### src/hw/rtab_pkg.sv
// Function
// - no bus access while main supply is below reset threshold, any mode
// - both selects zero: standard switchover, bus allowed down to reset threshold
// - bus-in-backup 0, switch 1: switch below backup; bus only while main and backup both above reset
// - bus-in-backup 1, switch 0: same as both-zero setting
// - both ones: switch below backup; bus only while main above max(reset, backup)
// - a field with its enable clear never blocks a match
// - alarm raises events only while alarm0 enable bit 5 is set
// - clock reaching the enabled fields sets the alarm0 status flag
// - mode select 0 gives a single-event interrupt per match
// - mode select 1 gives a repeating pulse at each recurrence of the match
// - after power-up the switchover mode defaults to legacy
// - standard mode on backup disables everything except timekeeping
package rtab_pkg;
    localparam logic [3:0] ADDR_ALARM_SEC = 4'h0;
    localparam logic [3:0] ADDR_ALARM_MIN = 4'h1;
    localparam logic [3:0] ADDR_ALARM_HR = 4'h2;
    localparam logic [3:0] ADDR_ALARM_DATE = 4'h3;
    localparam logic [3:0] ADDR_ALARM_MON = 4'h4;
    localparam logic [3:0] ADDR_ALARM_WDAY = 4'h5;
    localparam logic [3:0] ADDR_INT_CTRL = 4'h6;
    localparam logic [3:0] ADDR_BACKUP_CTRL = 4'h7;
    localparam logic [3:0] ADDR_IRQ_STATUS = 4'h8;
    localparam logic [3:0] ADDR_IRQ_CLEAR = 4'h9;
    localparam logic [3:0] ADDR_IRQ_ENABLE = 4'hA;
    localparam logic [3:0] ADDR_GATE_STATUS = 4'hB;
    localparam int FIELD_EN_BIT = 7;
    localparam int NUM_FIELDS = 6;
    localparam int INT_MODE_BIT = 7;
    localparam int ALARM0_EN_BIT = 5;
    localparam int BSW_SEL_BIT = 0;
    localparam int SERIAL_BUS_IN_BACKUP_SELECT_SEL_BIT = 1;
    localparam int IRQ_ALARM_BIT = 0;
    localparam int IRQ_GATE_BIT = 1;
    localparam logic [7:0] RST_FIELD = 8'h00;
    localparam logic [7:0] RST_INT_CTRL = 8'h00;
    // legacy switchover (battery switch select 1), bus in backup 0
    localparam logic [7:0] RST_BACKUP_CTRL = 8'h01;
    localparam logic [7:0] RST_IRQ_ENABLE = 8'h00;
    localparam int PULSE_NS = 250;
    localparam int CLK_PERIOD_NS = 10;
    localparam int PULSE_CYCLES = (PULSE_NS + CLK_PERIOD_NS - 1) / CLK_PERIOD_NS;
endpackage

### src/hw/rtab_sync2.sv
`timescale 1ns/100ps
`default_nettype none
module rtab_sync2 (
    // clock and reset
    input wire logic sys_clk,
    input wire logic rstn,
    // level in and out
    input wire logic din,
    output logic dout
);
    logic meta;
    logic next_meta;
    logic next_dout;

    always_comb
    begin
        next_meta = din;
        next_dout = meta;
    end

    always_ff @(posedge sys_clk or negedge rstn)
    begin
        if (!rstn)
        begin
            meta <= 1'b0;
            dout <= 1'b0;
        end
        else
        begin
            meta <= next_meta;
            dout <= next_dout;
        end
    end
endmodule
`default_nettype wire

### src/hw/rtab_top.sv
`timescale 1ns/100ps
`default_nettype none
module rtab_top (
    // clock and reset
    input wire logic sys_clk,
    input wire logic rstn,
    // register port
    input wire logic [3:0] reg_addr,
    input wire logic [7:0] reg_wdata,
    input wire logic reg_wr,
    input wire logic reg_rd,
    output logic [7:0] reg_rdata,
    // analog comparators: main above reset threshold, above trip, above backup,
    // backup above reset threshold
    input wire logic vdd_above_reset,
    input wire logic vdd_above_trip,
    input wire logic vdd_above_backup,
    input wire logic backup_above_reset,
    // serial bus activity, high from start to stop condition
    input wire logic bus_busy,
    // running clock, BCD, with one-cycle update strobe
    input wire logic [7:0] clk_seconds,
    input wire logic [7:0] clk_minutes,
    input wire logic [7:0] clk_hours,
    input wire logic [7:0] clk_date,
    input wire logic [7:0] clk_month,
    input wire logic [7:0] clk_weekday,
    input wire logic time_update,
    // outputs
    output logic bus_enable,
    output logic on_backup,
    output logic functions_enable,
    output logic alarm0_flag,
    output logic alarm_irq_n,
    output logic irq
);
    logic [7:0] alarm_field [rtab_pkg::NUM_FIELDS];
    logic [7:0] next_alarm_field [rtab_pkg::NUM_FIELDS];
    logic [7:0] int_ctrl;
    logic [7:0] next_int_ctrl;
    logic [7:0] backup_ctrl;
    logic [7:0] next_backup_ctrl;
    logic [1:0] irq_status;
    logic [1:0] next_irq_status;
    logic [1:0] irq_enable;
    logic [1:0] next_irq_enable;
    logic [7:0] next_reg_rdata;
    logic next_irq;

    logic s_above_reset;
    logic s_above_trip;
    logic s_above_backup;
    logic s_bat_above_reset;

    logic next_bus_enable;
    logic next_on_backup;
    logic next_functions_enable;
    logic gate_target;
    logic backup_target;

    logic [7:0] time_now [rtab_pkg::NUM_FIELDS];
    logic [rtab_pkg::NUM_FIELDS-1:0] field_ok;
    logic match_now;
    logic match_prev;
    logic next_match_prev;
    logic alarm_event;
    logic next_alarm0_flag;
    logic [7:0] pulse_cnt;
    logic [7:0] next_pulse_cnt;
    logic next_alarm_irq_n;
    logic alarm_pulse_mode;
    logic alarm_armed;
    logic gate_change;
    logic bsw_sel;
    logic serial_bus_in_backup_select_sel;
    logic status_rd;

    // running time in the same order as the alarm field registers
    assign time_now[0] = clk_seconds;
    assign time_now[1] = clk_minutes;
    assign time_now[2] = clk_hours;
    assign time_now[3] = clk_date;
    assign time_now[4] = clk_month;
    assign time_now[5] = clk_weekday;

    // comparators are asynchronous to sys_clk, so two flops before any decision
    rtab_sync2 u_sync_reset (
        .sys_clk(sys_clk),
        .rstn(rstn),
        .din(vdd_above_reset),
        .dout(s_above_reset)
    );
    rtab_sync2 u_sync_trip (
        .sys_clk(sys_clk),
        .rstn(rstn),
        .din(vdd_above_trip),
        .dout(s_above_trip)
    );
    rtab_sync2 u_sync_backup (
        .sys_clk(sys_clk),
        .rstn(rstn),
        .din(vdd_above_backup),
        .dout(s_above_backup)
    );
    rtab_sync2 u_sync_bat (
        .sys_clk(sys_clk),
        .rstn(rstn),
        .din(backup_above_reset),
        .dout(s_bat_above_reset)
    );

    assign bsw_sel = backup_ctrl[rtab_pkg::BSW_SEL_BIT];
    assign serial_bus_in_backup_select_sel = backup_ctrl[rtab_pkg::SERIAL_BUS_IN_BACKUP_SELECT_SEL_BIT];
    assign alarm_pulse_mode = int_ctrl[rtab_pkg::INT_MODE_BIT];

    // supply source and bus gate targets per mode
    always_comb
    begin
        backup_target = 1'b0;
        gate_target = 1'b0;
        if (bsw_sel)
        begin
            backup_target = !s_above_backup;
            if (serial_bus_in_backup_select_sel)
                gate_target = s_above_reset && s_above_backup;
            else
                gate_target = s_above_reset && s_bat_above_reset;
        end
        else
        begin
            // standard switchover at the trip point, for either bus-in-backup value
            backup_target = !s_above_trip;
            gate_target = s_above_reset;
        end
        if (!s_above_reset)
            gate_target = 1'b0;
    end

    // gate is frozen while a transfer runs, except the reset cut-off which always wins
    always_comb
    begin
        next_on_backup = backup_target;
        next_bus_enable = bus_enable;
        if (!s_above_reset)
            next_bus_enable = 1'b0;
        else if (!bus_busy)
            next_bus_enable = gate_target;
        // standard mode on backup keeps only timekeeping alive
        next_functions_enable = !(backup_target && !bsw_sel);
    end

    // a gate edge is latched in status so software learns a transfer was refused
    assign gate_change = (bus_enable != next_bus_enable);

    // alarm comparison
    genvar gi;
    generate
        for (gi = 0; gi < rtab_pkg::NUM_FIELDS; gi++)
        begin : g_field
            assign field_ok[gi] = !alarm_field[gi][rtab_pkg::FIELD_EN_BIT] ||
                (alarm_field[gi][6:0] == time_now[gi][6:0]);
        end
    endgenerate

    assign match_now = &field_ok;
    // rising match at a clock update only, so one event per qualifying update
    // alarms stay quiet while only timekeeping is powered
    assign alarm_armed = int_ctrl[rtab_pkg::ALARM0_EN_BIT] && functions_enable;
    assign alarm_event = time_update && match_now && !match_prev && alarm_armed;
    assign status_rd = reg_rd && (reg_addr == rtab_pkg::ADDR_IRQ_STATUS);

    always_comb
    begin
        next_match_prev = match_prev;
        if (time_update)
            next_match_prev = match_now;
        next_alarm0_flag = alarm0_flag;
        if (status_rd)
            next_alarm0_flag = 1'b0;
        if (alarm_event)
            next_alarm0_flag = 1'b1;
        next_pulse_cnt = pulse_cnt;
        next_alarm_irq_n = alarm_irq_n;
        if (alarm_pulse_mode)
        begin
            // a new event restarts the count, so an event during a pulse stretches it into one longer pulse
            // pulsed mode: fixed low pulse per match, repeats each recurrence
            if (alarm_event)
                next_pulse_cnt = 8'(rtab_pkg::PULSE_CYCLES);
            else if (pulse_cnt != 8'h00)
                next_pulse_cnt = pulse_cnt - 8'h01;
            next_alarm_irq_n = !(alarm_event || pulse_cnt > 8'h01);
        end
        else
        begin
            // single event: held low until software reads status
            next_pulse_cnt = 8'h00;
            next_alarm_irq_n = !next_alarm0_flag;
        end
    end

    // register file
    always_comb
    begin
        for (int i = 0; i < rtab_pkg::NUM_FIELDS; i++)
            next_alarm_field[i] = alarm_field[i];
        next_int_ctrl = int_ctrl;
        next_backup_ctrl = backup_ctrl;
        next_irq_enable = irq_enable;
        next_irq_status = irq_status;
        if (reg_wr)
        begin
            case (reg_addr)
                rtab_pkg::ADDR_ALARM_SEC: next_alarm_field[0] = reg_wdata;
                rtab_pkg::ADDR_ALARM_MIN: next_alarm_field[1] = reg_wdata;
                rtab_pkg::ADDR_ALARM_HR: next_alarm_field[2] = reg_wdata;
                rtab_pkg::ADDR_ALARM_DATE: next_alarm_field[3] = reg_wdata;
                rtab_pkg::ADDR_ALARM_MON: next_alarm_field[4] = reg_wdata;
                rtab_pkg::ADDR_ALARM_WDAY: next_alarm_field[5] = reg_wdata;
                rtab_pkg::ADDR_INT_CTRL: next_int_ctrl = reg_wdata;
                rtab_pkg::ADDR_BACKUP_CTRL: next_backup_ctrl = {6'h00, reg_wdata[1:0]};
                rtab_pkg::ADDR_IRQ_CLEAR: next_irq_status = irq_status & ~reg_wdata[1:0];
                rtab_pkg::ADDR_IRQ_ENABLE: next_irq_enable = reg_wdata[1:0];
                default: next_irq_status = irq_status;
            endcase
        end
        // sticky set wins over a clear in the same cycle
        if (alarm_event)
            next_irq_status[rtab_pkg::IRQ_ALARM_BIT] = 1'b1;
        if (gate_change)
            next_irq_status[rtab_pkg::IRQ_GATE_BIT] = 1'b1;
        next_irq = |(next_irq_status & next_irq_enable);
    end

    // read data is zero outside the cycle after a read, so no stale value lingers
    always_comb
    begin
        next_reg_rdata = 8'h00;
        if (reg_rd)
        begin
            case (reg_addr)
                rtab_pkg::ADDR_ALARM_SEC: next_reg_rdata = alarm_field[0];
                rtab_pkg::ADDR_ALARM_MIN: next_reg_rdata = alarm_field[1];
                rtab_pkg::ADDR_ALARM_HR: next_reg_rdata = alarm_field[2];
                rtab_pkg::ADDR_ALARM_DATE: next_reg_rdata = alarm_field[3];
                rtab_pkg::ADDR_ALARM_MON: next_reg_rdata = alarm_field[4];
                rtab_pkg::ADDR_ALARM_WDAY: next_reg_rdata = alarm_field[5];
                rtab_pkg::ADDR_INT_CTRL: next_reg_rdata = int_ctrl;
                rtab_pkg::ADDR_BACKUP_CTRL: next_reg_rdata = backup_ctrl;
                rtab_pkg::ADDR_IRQ_STATUS: next_reg_rdata = {5'h00, alarm0_flag, irq_status};
                rtab_pkg::ADDR_IRQ_ENABLE: next_reg_rdata = {6'h00, irq_enable};
                rtab_pkg::ADDR_GATE_STATUS:
                    next_reg_rdata = {2'h0, s_bat_above_reset, s_above_backup,
                        s_above_trip, s_above_reset, on_backup, bus_enable};
                default: next_reg_rdata = 8'h00;
            endcase
        end
    end

    // every output leaves from a flop, so the pins never carry decode glitches
    always_ff @(posedge sys_clk or negedge rstn)
    begin
        if (!rstn)
        begin
            for (int i = 0; i < rtab_pkg::NUM_FIELDS; i++)
                alarm_field[i] <= rtab_pkg::RST_FIELD;
            int_ctrl <= rtab_pkg::RST_INT_CTRL;
            backup_ctrl <= rtab_pkg::RST_BACKUP_CTRL;
            irq_status <= 2'h0;
            irq_enable <= rtab_pkg::RST_IRQ_ENABLE[1:0];
            reg_rdata <= 8'h00;
            irq <= 1'b0;
            bus_enable <= 1'b0;
            on_backup <= 1'b0;
            functions_enable <= 1'b1;
            match_prev <= 1'b0;
            alarm0_flag <= 1'b0;
            pulse_cnt <= 8'h00;
            alarm_irq_n <= 1'b1;
        end
        else
        begin
            for (int i = 0; i < rtab_pkg::NUM_FIELDS; i++)
                alarm_field[i] <= next_alarm_field[i];
            int_ctrl <= next_int_ctrl;
            backup_ctrl <= next_backup_ctrl;
            irq_status <= next_irq_status;
            irq_enable <= next_irq_enable;
            reg_rdata <= next_reg_rdata;
            irq <= next_irq;
            bus_enable <= next_bus_enable;
            on_backup <= next_on_backup;
            functions_enable <= next_functions_enable;
            match_prev <= next_match_prev;
            alarm0_flag <= next_alarm0_flag;
            pulse_cnt <= next_pulse_cnt;
            alarm_irq_n <= next_alarm_irq_n;
        end
    end
endmodule
`default_nettype wire

### config.mk
export PLATFORM = sky130hd
export DESIGN_NAME = rtab_top
export DESIGN_NICKNAME = d
export VERILOG_FILES = /design/src/hw/rtab_pkg.sv /design/src/hw/rtab_sync2.sv /design/src/hw/rtab_top.sv
export SDC_FILE = /design/constraint.sdc
export NUM_CORES = 1
export LEC_CHECK = 0
export BUFFER_PORTS_ARGS = -buffer_cell sky130_fd_sc_hd__buf_4
export CAP_MARGIN = 20
export CORE_MARGIN = 2
export CORE_UTILIZATION = 40
export CTS_CLUSTER_DIAMETER = 150
export DETAILED_ROUTE_END_ITERATION = 16
export PLACE_DENSITY = 0.64
export SLEW_MARGIN = 15
export SYNTH_ARGS = -nofsm -noshare
export SYNTH_HDL_FRONTEND = slang
export SYNTH_SLANG_ARGS = --single-unit
### constraint.sdc
create_clock -name sys_clk -period 2.55 [get_ports sys_clk]
set_clock_uncertainty 0.15 [all_clocks]
set_input_delay 0.3825 -clock sys_clk [delete_from_list [all_inputs] [get_ports sys_clk]]
set_output_delay 0.3825 -clock sys_clk [all_outputs]
set_load 0.01 [all_outputs]
# Word-level counts from Yosys, hierarchy flattened
# Cells that the tools add are included.
[word_totals]
input_bits = 70
elab_cells = 110
register_bits = 93
[classes]
n_eq_ne = 19
n_bitwise = 3
add_sub_neg = 1
magnitude_cmp = 1
n_reduce_logical = 40
n_mux = 19
[op_table]
columns = ["cell", "count"]
rows = [
  ["case mux 8 bit (11 select lines)", 1],
  ["== test 7 bit", 6],
  ["two-way mux 8 bit", 4],
  ["== test 4 x 3 -> 1 bit, second input constant", 4],
  ["== test 4 bit, second input constant", 4],
  ["AND reduction 2 bit", 8],
  ["logical NOT 1 bit", 13],
  ["two-way mux 1 bit", 10],
  ["== test 4 x 2 -> 1 bit, second input constant", 2],
  ["> comparator 8 x 1 -> 1 bit, second input constant", 1],
  ["logical AND 1 bit", 8],
  ["two-way mux 2 bit", 4],
  ["nonzero test 8 bit", 1],
  ["subtractor 8 x 1 -> 8 bit, second input constant", 1],
  ["logical OR 1 bit", 7],
  ["AND reduction 6 bit", 1],
  ["bitwise AND 2 bit", 2],
  ["== test 4 x 1 -> 1 bit, second input constant", 1],
  ["logical NOT 4 bit", 1],
  ["inequality test 3 x 1 -> 1 bit, second input constant", 1],
  ["inverter 2 bit", 1],
  ["OR reduction 2 bit", 1],
  ["inequality test 1 bit", 1],
]

# Longest topological paths before layout
# Gate-level depths: netlist of the first run.
[logic_depth]
ltp_word = 9
depth_mapped = 8
ltp_nobuf = 8

# By module
# Synthesis of the first run repeated with hierarchy kept, for this count alone.
[hier_totals]
cells_unflattened = 408
hier_area_um2 = 4752.1
[by_module_without_submodules]
columns = ["module", "n_inst", "area_per_inst_um2", "cells_per_inst"]
rows = [
  ["rtab_top", 1, 4551.9, 400],
  ["rtab_sync2", 4, 50.0, 2],
]

# Worst setup path after synthesis of the first run
# No wires, ideal clock.
[synth_timing]
kind = "input to register"
startpoint = "in clk_minutes[6]"
endpoint = "reg pulse_cnt[1]"
path_stages = 7
arrival_time_ps = 1775
required_ps = 2264
setup_ps = 136
path_buffers = 1
slack_ps = 489
path_cell_list = "xor2_1 nor4_1 nand4_1 a222oi_1 and4_1 buf_4 a2111oi_0"
[synth_via]
elab_chain_len = 8
word_cells_on_any_way = 9
cone_classes = "2 x eq/ne; 2 x mux; 5 x reduce/logical"
[synth_rtl]
columns = ["element", "line_no", "source"]
rows = [
  ["start, declared", "rtab_top.sv:23", "input wire logic [7:0] clk_minutes,"],
  ["== test 7 bit (*)", "rtab_top.sv:161", "(alarm_field[gi][6:0] == time_now[gi][6:0]);"],
  ["logical OR 1 bit (*)", "rtab_top.sv:160", "assign field_ok[gi] = !alarm_field[gi][rtab_pkg::FIELD_EN_BIT] ||"],
  ["AND reduction 6 bit (*)", "rtab_top.sv:165", "assign match_now = &field_ok;"],
  ["logical AND 1 bit (*) (3 in series)", "rtab_top.sv:169", "assign alarm_event = time_update && match_now && !match_prev && alarm_armed;"],
  ["two-way mux 8 bit", "rtab_top.sv:188", "if (alarm_event)"],
  ["two-way mux 8 bit", "rtab_top.sv:184", "if (alarm_pulse_mode)"],
  ["end signal, assigned", "rtab_top.sv:296", "pulse_cnt <= next_pulse_cnt;"],
  ["end, declared", "rtab_top.sv:68", "logic [7:0] pulse_cnt;"],
]
# Every way passes the cells marked *; elsewhere a longest branch is shown, timed or not.
# A chain may end at the register's enable or synchronous reset.

# Final worst setup path of the first run
[layout_timing]
startpoint = "reg alarm_field[38] (netlist name)"
endpoint = "reg pulse_cnt[1]"
[layout_via]
elab_chain_len = 8
word_cells_on_any_way = 9
cone_classes = "2 x eq/ne; 2 x mux; 5 x reduce/logical"
[layout_rtl]
columns = ["element", "line_no", "source"]
rows = [
  ["start, declared", "rtab_top.sv:37", "logic [7:0] alarm_field [rtab_pkg::NUM_FIELDS];"],
  ["start signal, assigned by index", "rtab_top.sv:266", "alarm_field[i] <= rtab_pkg::RST_FIELD;"],
  ["start signal, assigned by index", "rtab_top.sv:284", "alarm_field[i] <= next_alarm_field[i];"],
  ["== test 7 bit (*)", "rtab_top.sv:161", ""],
  ["logical OR 1 bit (*)", "rtab_top.sv:160", ""],
  ["AND reduction 6 bit (*)", "rtab_top.sv:165", ""],
  ["logical AND 1 bit (*) (3 in series)", "rtab_top.sv:169", ""],
  ["two-way mux 8 bit", "rtab_top.sv:188", ""],
  ["two-way mux 8 bit", "rtab_top.sv:184", ""],
]
# Marks and branches as above.

==> flow_summary.ini, run 1 <==
[finish]
nets = 567
fin_util_pct = 50.5
antenna_cells = 0
final_common_cell = dfrtp_1
layout_common_cells = dfrtp_1 (90), buf_4 (84), mux2_2 (64), xnor2_1 (24), nand2_1 (22)
drive_gt1_share_pct = 34.1
syn_to_final_growth_pct = 22.8

[sta]
slew_viol_final = 0
min_period_ps = 2350
finalSetupViolations = 0
relSlewSlack_pct = 64.5
worst_pin_slew_ps = 532
fmax_mhz = 425
hold_viol_final = 0
fin_setup_tns_ps = 0
fin_crit_sh_pct = 92.2
rsz0062_at_grt = false

[synth]
synth.cell_area_um2 = 4710
synth-edff-count = 0
synthFlopType = dfrtp_1
synth_area_per_cell_um2 = 11.5
yosysTopAreaCell = dfrtp_1
synth_top_area_share_pct = 47.8
synth_nets = 483
seq_area_frac_synth_pct = 49.5
synth_seq_cells = 93
synthCells = 411
ys_types = 50
synthArstFlopShare_pct = 100
yosys_warnings = 0
synth.area.top_cells = dfrtp_1 (48%), mux2_2 (15%), xnor2_1 (4.5%)

[grt]
grt-ovfl-total = 0
top_usage_layer = met2
antenna_found_initial = 0
grt_pass1_vias = 3551
grt_use_met1_pct = 27.5
track_usage_pct = 19.8
grt_first_pass_wirelength_um = 19200
met3_usage_pct = 5.08
globalRouteMet2Util_pct = 31.0
grt_max_degree = 43

[floorplanning]
die_area_um2 = 12700
rows = 39
core_area_um2 = 11500
die_w_um = 113
num_io_pins = 84
initial_core_util_pct = 41.1
die_h_um = 113

[clocking]
cts.clk_slew.worst_paths_ps = 60
post_cts_buffers = 0
cts_num_sinks = 93
clockBufferDepth = 2
clk_latency_ps = 350
numCtsBuffers = 9
cts-root-buf = clkbuf_16
cts_tree = yes
cts-htree-levels = 3

[power]
power_density_nw_per_um2 = 789
leakagePower_uw = 0.00255
vdd_ir_drop_max_v = 0.000617
finalPower_uw = 4570

[drt]
via_count = 3491
routedWlPerCell_um = 18.9
firstDrtPassIters = 4
wl_um = 12100
via_per_inst = 5.44
post-route-drc-count = 0
ant_nets = 0
drt_iter0_drc = 194

[critical_path]
critical-path-slowest-cell = dfrtp_1
path_class = flop to flop
cp_max_fo = 7
critPathTopFamily = simple AND/OR/NAND/NOR gates
endpoint_kind = flop
cp.required_ps = 2610
critical_path_arrival_ps = 2410
startpoint_type = flop
crit_chain = xor2_1, nor4_1, nand4_1, a222oi_1, buf_4, and4_2, a2111oi_0
crit_buf_inv = 1
slowest_delay_ps = 410

[placed_design]
gp_congestion = 0.874
numPortBuffers = 77
hpwl_um = 8990

[run]
maxCapViolations = 0

[run_status]
status = finished, final reports clean

[hold_path]
min_path_type = primary input to flop
-- cells in the mapped netlist (3+ instances only) --
cell type	count
dfstp_2	3
nand2_1	22
mux2i_1	12
clkbuf_1	11
a211oi_1	3
nor4_1	7
dfrtp_1	90
nand2b_1	6
o21ai_0	14
nor2b_1	9
xnor2_1	24
nor3_1	8
nand3b_1	4
buf_1	4
mux2_2	64
a22oi_1	10
inv_1	9
nor2_1	19
a221oi_1	3
nor3b_1	4
xor2_1	21
a21oi_1	13
o41a_1	3
nand4_1	6
nand3_1	8
-- path summary, 6_finish.rpt --
path	cells past startpoint	endpoint	from	slack (ps)
min reg2reg	0	u_sync_bat.dout	u_sync_bat.meta	200
max	7	pulse_cnt[1]	alarm_field[38]	200
max reg2reg	7	pulse_cnt[1]	alarm_field[38]	200
min in group asynchronous	2	int_ctrl[2]	rstn	360
max in group asynchronous	3	alarm_irq_n	rstn	1190
min	2	bus_enable	bus_busy	100
-- timing repair --
action | in CTS | in global routing
hold endpoints to repair | 29 | 0
setup endpoints to repair | 0 | 1
resized for setup | 0 | 1
hold buffers | 5 | 0
-- sequential cells by signal (all words and copies together), names as in the netlist, 2 cells and up --
register     flops
irq_status       2
pulse_cnt        8
backup_ctrl      2
alarm_field     48
reg_rdata        8
int_ctrl         8
irq_enable       2
-- area by class of cell --
type,instances,area [um^2]
repair buffers,90,701
flip-flops and latches,93,2330
inverters,9,33.8
fillers,1037,5680
multi-input cells,292,2280
clock buffers,12,246
well taps,143,179
clock inverters,3,15.0
-- per-layer routing --
metal / vias to the layer above / part of all wire [%]
met2: 96 / 47
li1: 1652 / -
met1: 1729 / 46
met5: - / 0
met4: 0 / 1.5
met3: 14 / 5.7
-- per-stage QoR --
| stage | area, um^2 | instances | hold slack, ps | worst slack, ps |
|---|---|---|---|---|
| floorplan | 4710 | 411 | -63.1 | 489 |
| global placement | 5470 | 622 | 184 | 86.6 |
| detailed placement | 5470 | 622 | 185 | 48.0 |
| CTS | 5780 | 642 | 84.6 | 131 |
| global route | 5790 | 642 | 82.6 | 63.5 |
| finish | 5790 | 642 | 95.1 | 198 |
-- power breakdown --
part	total [uW]	switching [uW]	internal (uW)
sequential	2120	319	1810
combinational	1230	564	662
clock	1220	539	678
-- cell families after synthesis --
group                      count (synthesis)  synth area share [%]
and+or+nand+nor                          105                  12.1
buffers and inverters                     26                  2.18
xor gates and xnor gates                  45                  8.36
AOI/OAI and AO/OA                         63                  9.03
DFF                                       93                  49.5
muxes                                     77                  18.3
adders and majority gates                  2                 0.531
-- worst reg2reg max path: cells and delay by family (launching register included) --
kind                      cells  cell delay [ps]
AOI/OAI and AO/OA             2              480
and+or+nand+nor               3              810
buffers and inverters         1              210
DFF                           1              410
xor gates and xnor gates      1              160
No activity file was read; power rests on OpenSTA's default activity.
==> run 2, diff against run 1 <==
--- a/config.mk
+++ b/config.mk
@@ -9,10 +9,11 @@
 export CAP_MARGIN = 20
 export CORE_MARGIN = 2
 export CORE_UTILIZATION = 40
+export CTS_BUF_LIST = sky130_fd_sc_hd__clkbuf_2 sky130_fd_sc_hd__clkbuf_4 sky130_fd_sc_hd__clkbuf_8
 export CTS_CLUSTER_DIAMETER = 150
 export DETAILED_ROUTE_END_ITERATION = 16
 export PLACE_DENSITY = 0.64
-export SLEW_MARGIN = 15
+export SLEW_MARGIN = 25
 export SYNTH_ARGS = -nofsm -noshare
 export SYNTH_HDL_FRONTEND = slang
 export SYNTH_SLANG_ARGS = --single-unit
==> constraint.sdc (replaced) <==
create_clock -name sys_clk -period 2.55 [get_ports sys_clk]
set_clock_uncertainty 0.15 [all_clocks]
set_input_delay 0.3825 -clock sys_clk [delete_from_list [all_inputs] [get_ports sys_clk]]
set_output_delay 0.3825 -clock sys_clk [all_outputs]
set_load 0.05 [all_outputs]
==> flow_summary.ini, run 2 (synthesized netlist as in run 1, its figures left out) <==
[finish]
final_common_cell = dfrtp_1
final_area_um2 = 5690
antenna_cells = 0
nets = 567
top_register = alarm_field
syn_to_final_growth_pct = 20.8
layout_common_cells = dfrtp_1 (90), buf_4 (84), mux2_2 (64), xnor2_1 (24), nand2_1 (22)
fin_util_pct = 49.6
drive_gt1_share_pct = 34.5
fill_cells = 1053
largest_register_ff_count = 48

[grt]
antenna_found_initial = 0
track_usage_pct = 19.8
grt_first_pass_wirelength_um = 19200
grt_pass1_vias = 3549
grt_max_degree = 43
grt-ovfl-total = 0

[sta]
fin_crit_sh_pct = 92.3
min_period_ps = 2350
slew_viol_final = 0
rsz0062_at_grt = false
worst_pin_slew_ps = 536
finalSetupViolations = 0
relSlewSlack_pct = 64.2
setup_ws_ps = 197
fin_setup_tns_ps = 0
fmax_mhz = 425
hold_viol_final = 0

[power]
power_density_nw_per_um2 = 764
vdd_ir_drop_max_v = 0.000502
leakagePower_uw = 0.00251

[clocking]
cts-htree-levels = 3
cts_tree = yes
clockBufferDepth = 2
cts.clk_slew.worst_paths_ps = 80
clk_latency_ps = 370
cts-root-buf = clkbuf_8
cts_num_sinks = 93
numCtsBuffers = 9

[floorplanning]
die_h_um = 113
initial_core_util_pct = 41.1
die_area_um2 = 12700
core_area_um2 = 11500
rows = 39
num_io_pins = 84
die_w_um = 113

[placed_design]
hpwl_um = 8990
numPortBuffers = 77
dpl_cell_area_um2 = 5470
gp_congestion = 0.874
place_ws_ps = 48.0

[critical_path]
cp.required_ps = 2640
critical_path_arrival_ps = 2440
path_class = flop to flop
cp_max_fo = 7
startpoint_type = flop
endpoint_kind = flop

[drt]
post-route-drc-count = 0
via_count = 3480
wl_um = 12100
via_per_inst = 5.42
ant_nets = 0
drt_iter0_drc = 239
firstDrtPassIters = 4
routedWlPerCell_um = 18.9

[run]
maxCapViolations = 0

[hold_path]
min_path_type = primary input to flop

[run_status]
status = finished, final reports clean
## run 2: changes by cell type in the layout (fill, tap and decap cells not counted)
| cell | change |
|---|---|
| clkbuf_1 | -2 |
| clkbuf_8 | +9 |
| clkbuf_16 | -9 |
| clkbuf_4 | +2 |
## run 2: worst paths after layout
check                           cells past startpoint              end  slack (ps)       startpoint
worst max-delay path                                7     pulse_cnt[1]         200  alarm_field[38]
worst min-delay path                                2       bus_enable          70         bus_busy
worst max register to register                      7     pulse_cnt[1]         200  alarm_field[38]
worst min register to register                      0  u_sync_bat.dout         200  u_sync_bat.meta
max in group asynchronous                           3      alarm_irq_n        1230             rstn
min in group asynchronous                           2      int_ctrl[2]         330             rstn
## run 2: per-stage QoR
stage                     cells  power, uW  hold WS (ps)
after floorplan             411       3010         -63.1
after global placement      622       3440           184
after detailed placement    622       3480           185
after CTS                   642       4380          49.2
after global routing        642       4610          46.2
final                       642       4350          67.6
## run 2: area by class of cell
class / instances / area, um^2 / share of cell area, %
inverters: 9 / 33.8 / 0.594
repair buffers: 90 / 701 / 12.3
clock inverters: 3 / 15.0 / 0.264
clock buffers: 12 / 153 / 2.68
well taps: 143 / 179 / 3.14
multi-input cells: 292 / 2280 / 40.1
flip-flops and latches: 93 / 2330 / 41.0
## run 2: critical path: stages, from the launching register on
cell and delay [ps]:
dfrtp_1 420, xor2_1 160, nor4_1 330, nand4_1 170
a222oi_1 390, buf_4 200, and4_2 320, a2111oi_0 90
## run 2: routing by layer
layer,GRT usage (%),vias up,wire (um)
met5,0,-,0
met4,5.69,0,185
met1,27.5,1707,5510
met3,5.35,14,813
li1,-,1651,-
met2,30.9,108,5600
## run 2: repair_timing
item                                   in CTS  in global routing
setup endpoints to repair                   0                  1
hold buffers                                5                  0
setup buffers                               0                  0
endpoints found under the hold margin      29                  0
resized for setup                           0                  1
## run 2: power by group
group | switching (uW) | internal [uW]
Clock | 503 | 393
Combinational | 667 | 664
Sequential | 319 | 1800
==> run 3, diff against run 2 <==
--- a/config.mk
+++ b/config.mk
@@ -7,12 +7,14 @@
 export LEC_CHECK = 0
 export BUFFER_PORTS_ARGS = -buffer_cell sky130_fd_sc_hd__buf_4
 export CAP_MARGIN = 20
+export CELL_PAD_IN_SITES_DETAIL_PLACEMENT = 1
+export CELL_PAD_IN_SITES_GLOBAL_PLACEMENT = 1
 export CORE_MARGIN = 2
 export CORE_UTILIZATION = 40
 export CTS_BUF_LIST = sky130_fd_sc_hd__clkbuf_2 sky130_fd_sc_hd__clkbuf_4 sky130_fd_sc_hd__clkbuf_8
 export CTS_CLUSTER_DIAMETER = 150
 export DETAILED_ROUTE_END_ITERATION = 16
-export PLACE_DENSITY = 0.64
+export PLACE_DENSITY = 0.77
 export SLEW_MARGIN = 25
 export SYNTH_ARGS = -nofsm -noshare
 export SYNTH_HDL_FRONTEND = slang
==> flow_summary.ini, run 3 (synthesized netlist as in run 1, its figures left out) <==
[run_status]
status = finished, final reports clean

[clocking]
cts.clk_slew.worst_paths_ps = 90
cts_num_sinks = 93
cts_tree = yes
clk_latency_ps = 380
numCtsBuffers = 9
clockBufferDepth = 2
cts-root-buf = clkbuf_8
cts-htree-levels = 3

[floorplanning]
num_io_pins = 84
core_area_um2 = 11500
die_h_um = 113
initial_core_util_pct = 41.1
die_w_um = 113
die_area_um2 = 12700
rows = 39

[grt]
grt_max_degree = 53
track_usage_pct = 23.0
grt-ovfl-total = 0
grt_pass1_vias = 3936
grt_first_pass_wirelength_um = 22300
antenna_found_initial = 0

[drt]
wl_um = 13800
routedWlPerCell_um = 21.4
post-route-drc-count = 0
firstDrtPassIters = 5
via_count = 3605
drt_iter0_drc = 210
ant_nets = 0
via_per_inst = 5.59

[sta]
min_period_ps = 2300
rsz0062_at_grt = false
fin_setup_tns_ps = 0
worst_pin_slew_ps = 712
fin_crit_sh_pct = 90.0
finalSetupViolations = 0
fmax_mhz = 436
relSlewSlack_pct = 52.5
slew_viol_final = 0
hold_viol_final = 0

[critical_path]
critPathTopFamily = simple AND/OR/NAND/NOR gates
cp_max_fo = 7
crit_chain = xor2_1, nor4_1, nand4_1, a222oi_1, buf_4, and4_1, nor3_1
slowest_delay_ps = 420
crit_buf_inv = 1
critical-path-slowest-cell = dfrtp_1
cp.required_ps = 2660
startpoint_type = flop
critical_path_arrival_ps = 2400
endpoint_kind = flop
path_class = flop to flop

[finish]
final_common_cell = dfrtp_1
antenna_cells = 0
nets = 569
top_register = alarm_field
fill_cells = 1248
final_cells = 645
layout_common_cells = dfrtp_1 (90), buf_4 (86), mux2_2 (64), xnor2_1 (24), nand2_1 (22)
drive_gt1_share_pct = 34.7
largest_register_ff_count = 48
syn_to_final_growth_pct = 22.0

[placed_design]
numPortBuffers = 77
gp_congestion = 0.888
dp.cells = 624
hpwl_um = 10200

[power]
vdd_ir_drop_max_v = 0.000441
power_density_nw_per_um2 = 797
leakagePower_uw = 0.00253

[hold_path]
min_path_type = primary input to flop

[run]
maxCapViolations = 0
==> run 3: area by class of cell <==
class	instances	area, um^2	area share (%)
inverter	9	33.8	0.588
multi-input combinational	292	2280	39.6
clock buffer	11	151	2.63
sequential	93	2330	40.6
tap	143	179	3.11
timing repair buffer	92	716	12.5
clock inverter	5	58.8	1.02
==> run 3: routing by layer <==
layer	up-vias	track usage, %	routed length [um]
li1	1656	-	-
met1	1847	29.7	5940
met2	85	39.4	7000
met3	17	4.10	589
met4	0	7.56	250
met5	-	0	0
==> run 3: report_power, final <==
part	switching, uW	total (uW)	leakage, uW	internal [uW]
Clock	544	1050	0.000102	506
Combinational	721	1390	0.00128	668
Sequential	339	2140	0.00115	1800
==> run 3: stage by stage <==
step                worst slack (ps)  power (uW)  area [um^2]  utilization, %  hold slack, ps
floorplan                        489        3010         4710               -           -63.1
global placement                 138        3460         5490            47.9             185
detailed placement               167        3550         5490            47.9             187
CTS                              241        4600         5750            50.1            35.6
global route                     112        4830         5750            50.1            46.2
finish                           255        4580         5750            50.1            44.8
==> run 3: worst register-to-register path, stage by stage, from the launching register on <==
cell      delay, ps
dfrtp_1         420
xor2_1          150
nor4_1          290
nand4_1         170
a222oi_1        360
buf_4           200
and4_1          340
nor3_1           90
==> run 3: worst paths after layout <==
check	startpoint	to	slack [ps]	cells past startpoint
min in group asynchronous	rstn	alarm_field[17]	410	2
max in group asynchronous	rstn	alarm_field[34]	1150	3
max reg2reg	alarm_field[38]	pulse_cnt[2]	250	7
min reg2reg	u_sync_reset.meta	u_sync_reset.dout	210	0
max	alarm_field[38]	pulse_cnt[2]	250	7
min	bus_busy	bus_enable	40	2
==> run 3: repair_timing <==
action,4_1_cts,5_1_grt
hold buffers,5,0
endpoints found under the hold margin,54,0
setup buffers,0,0
resized for setup,0,0
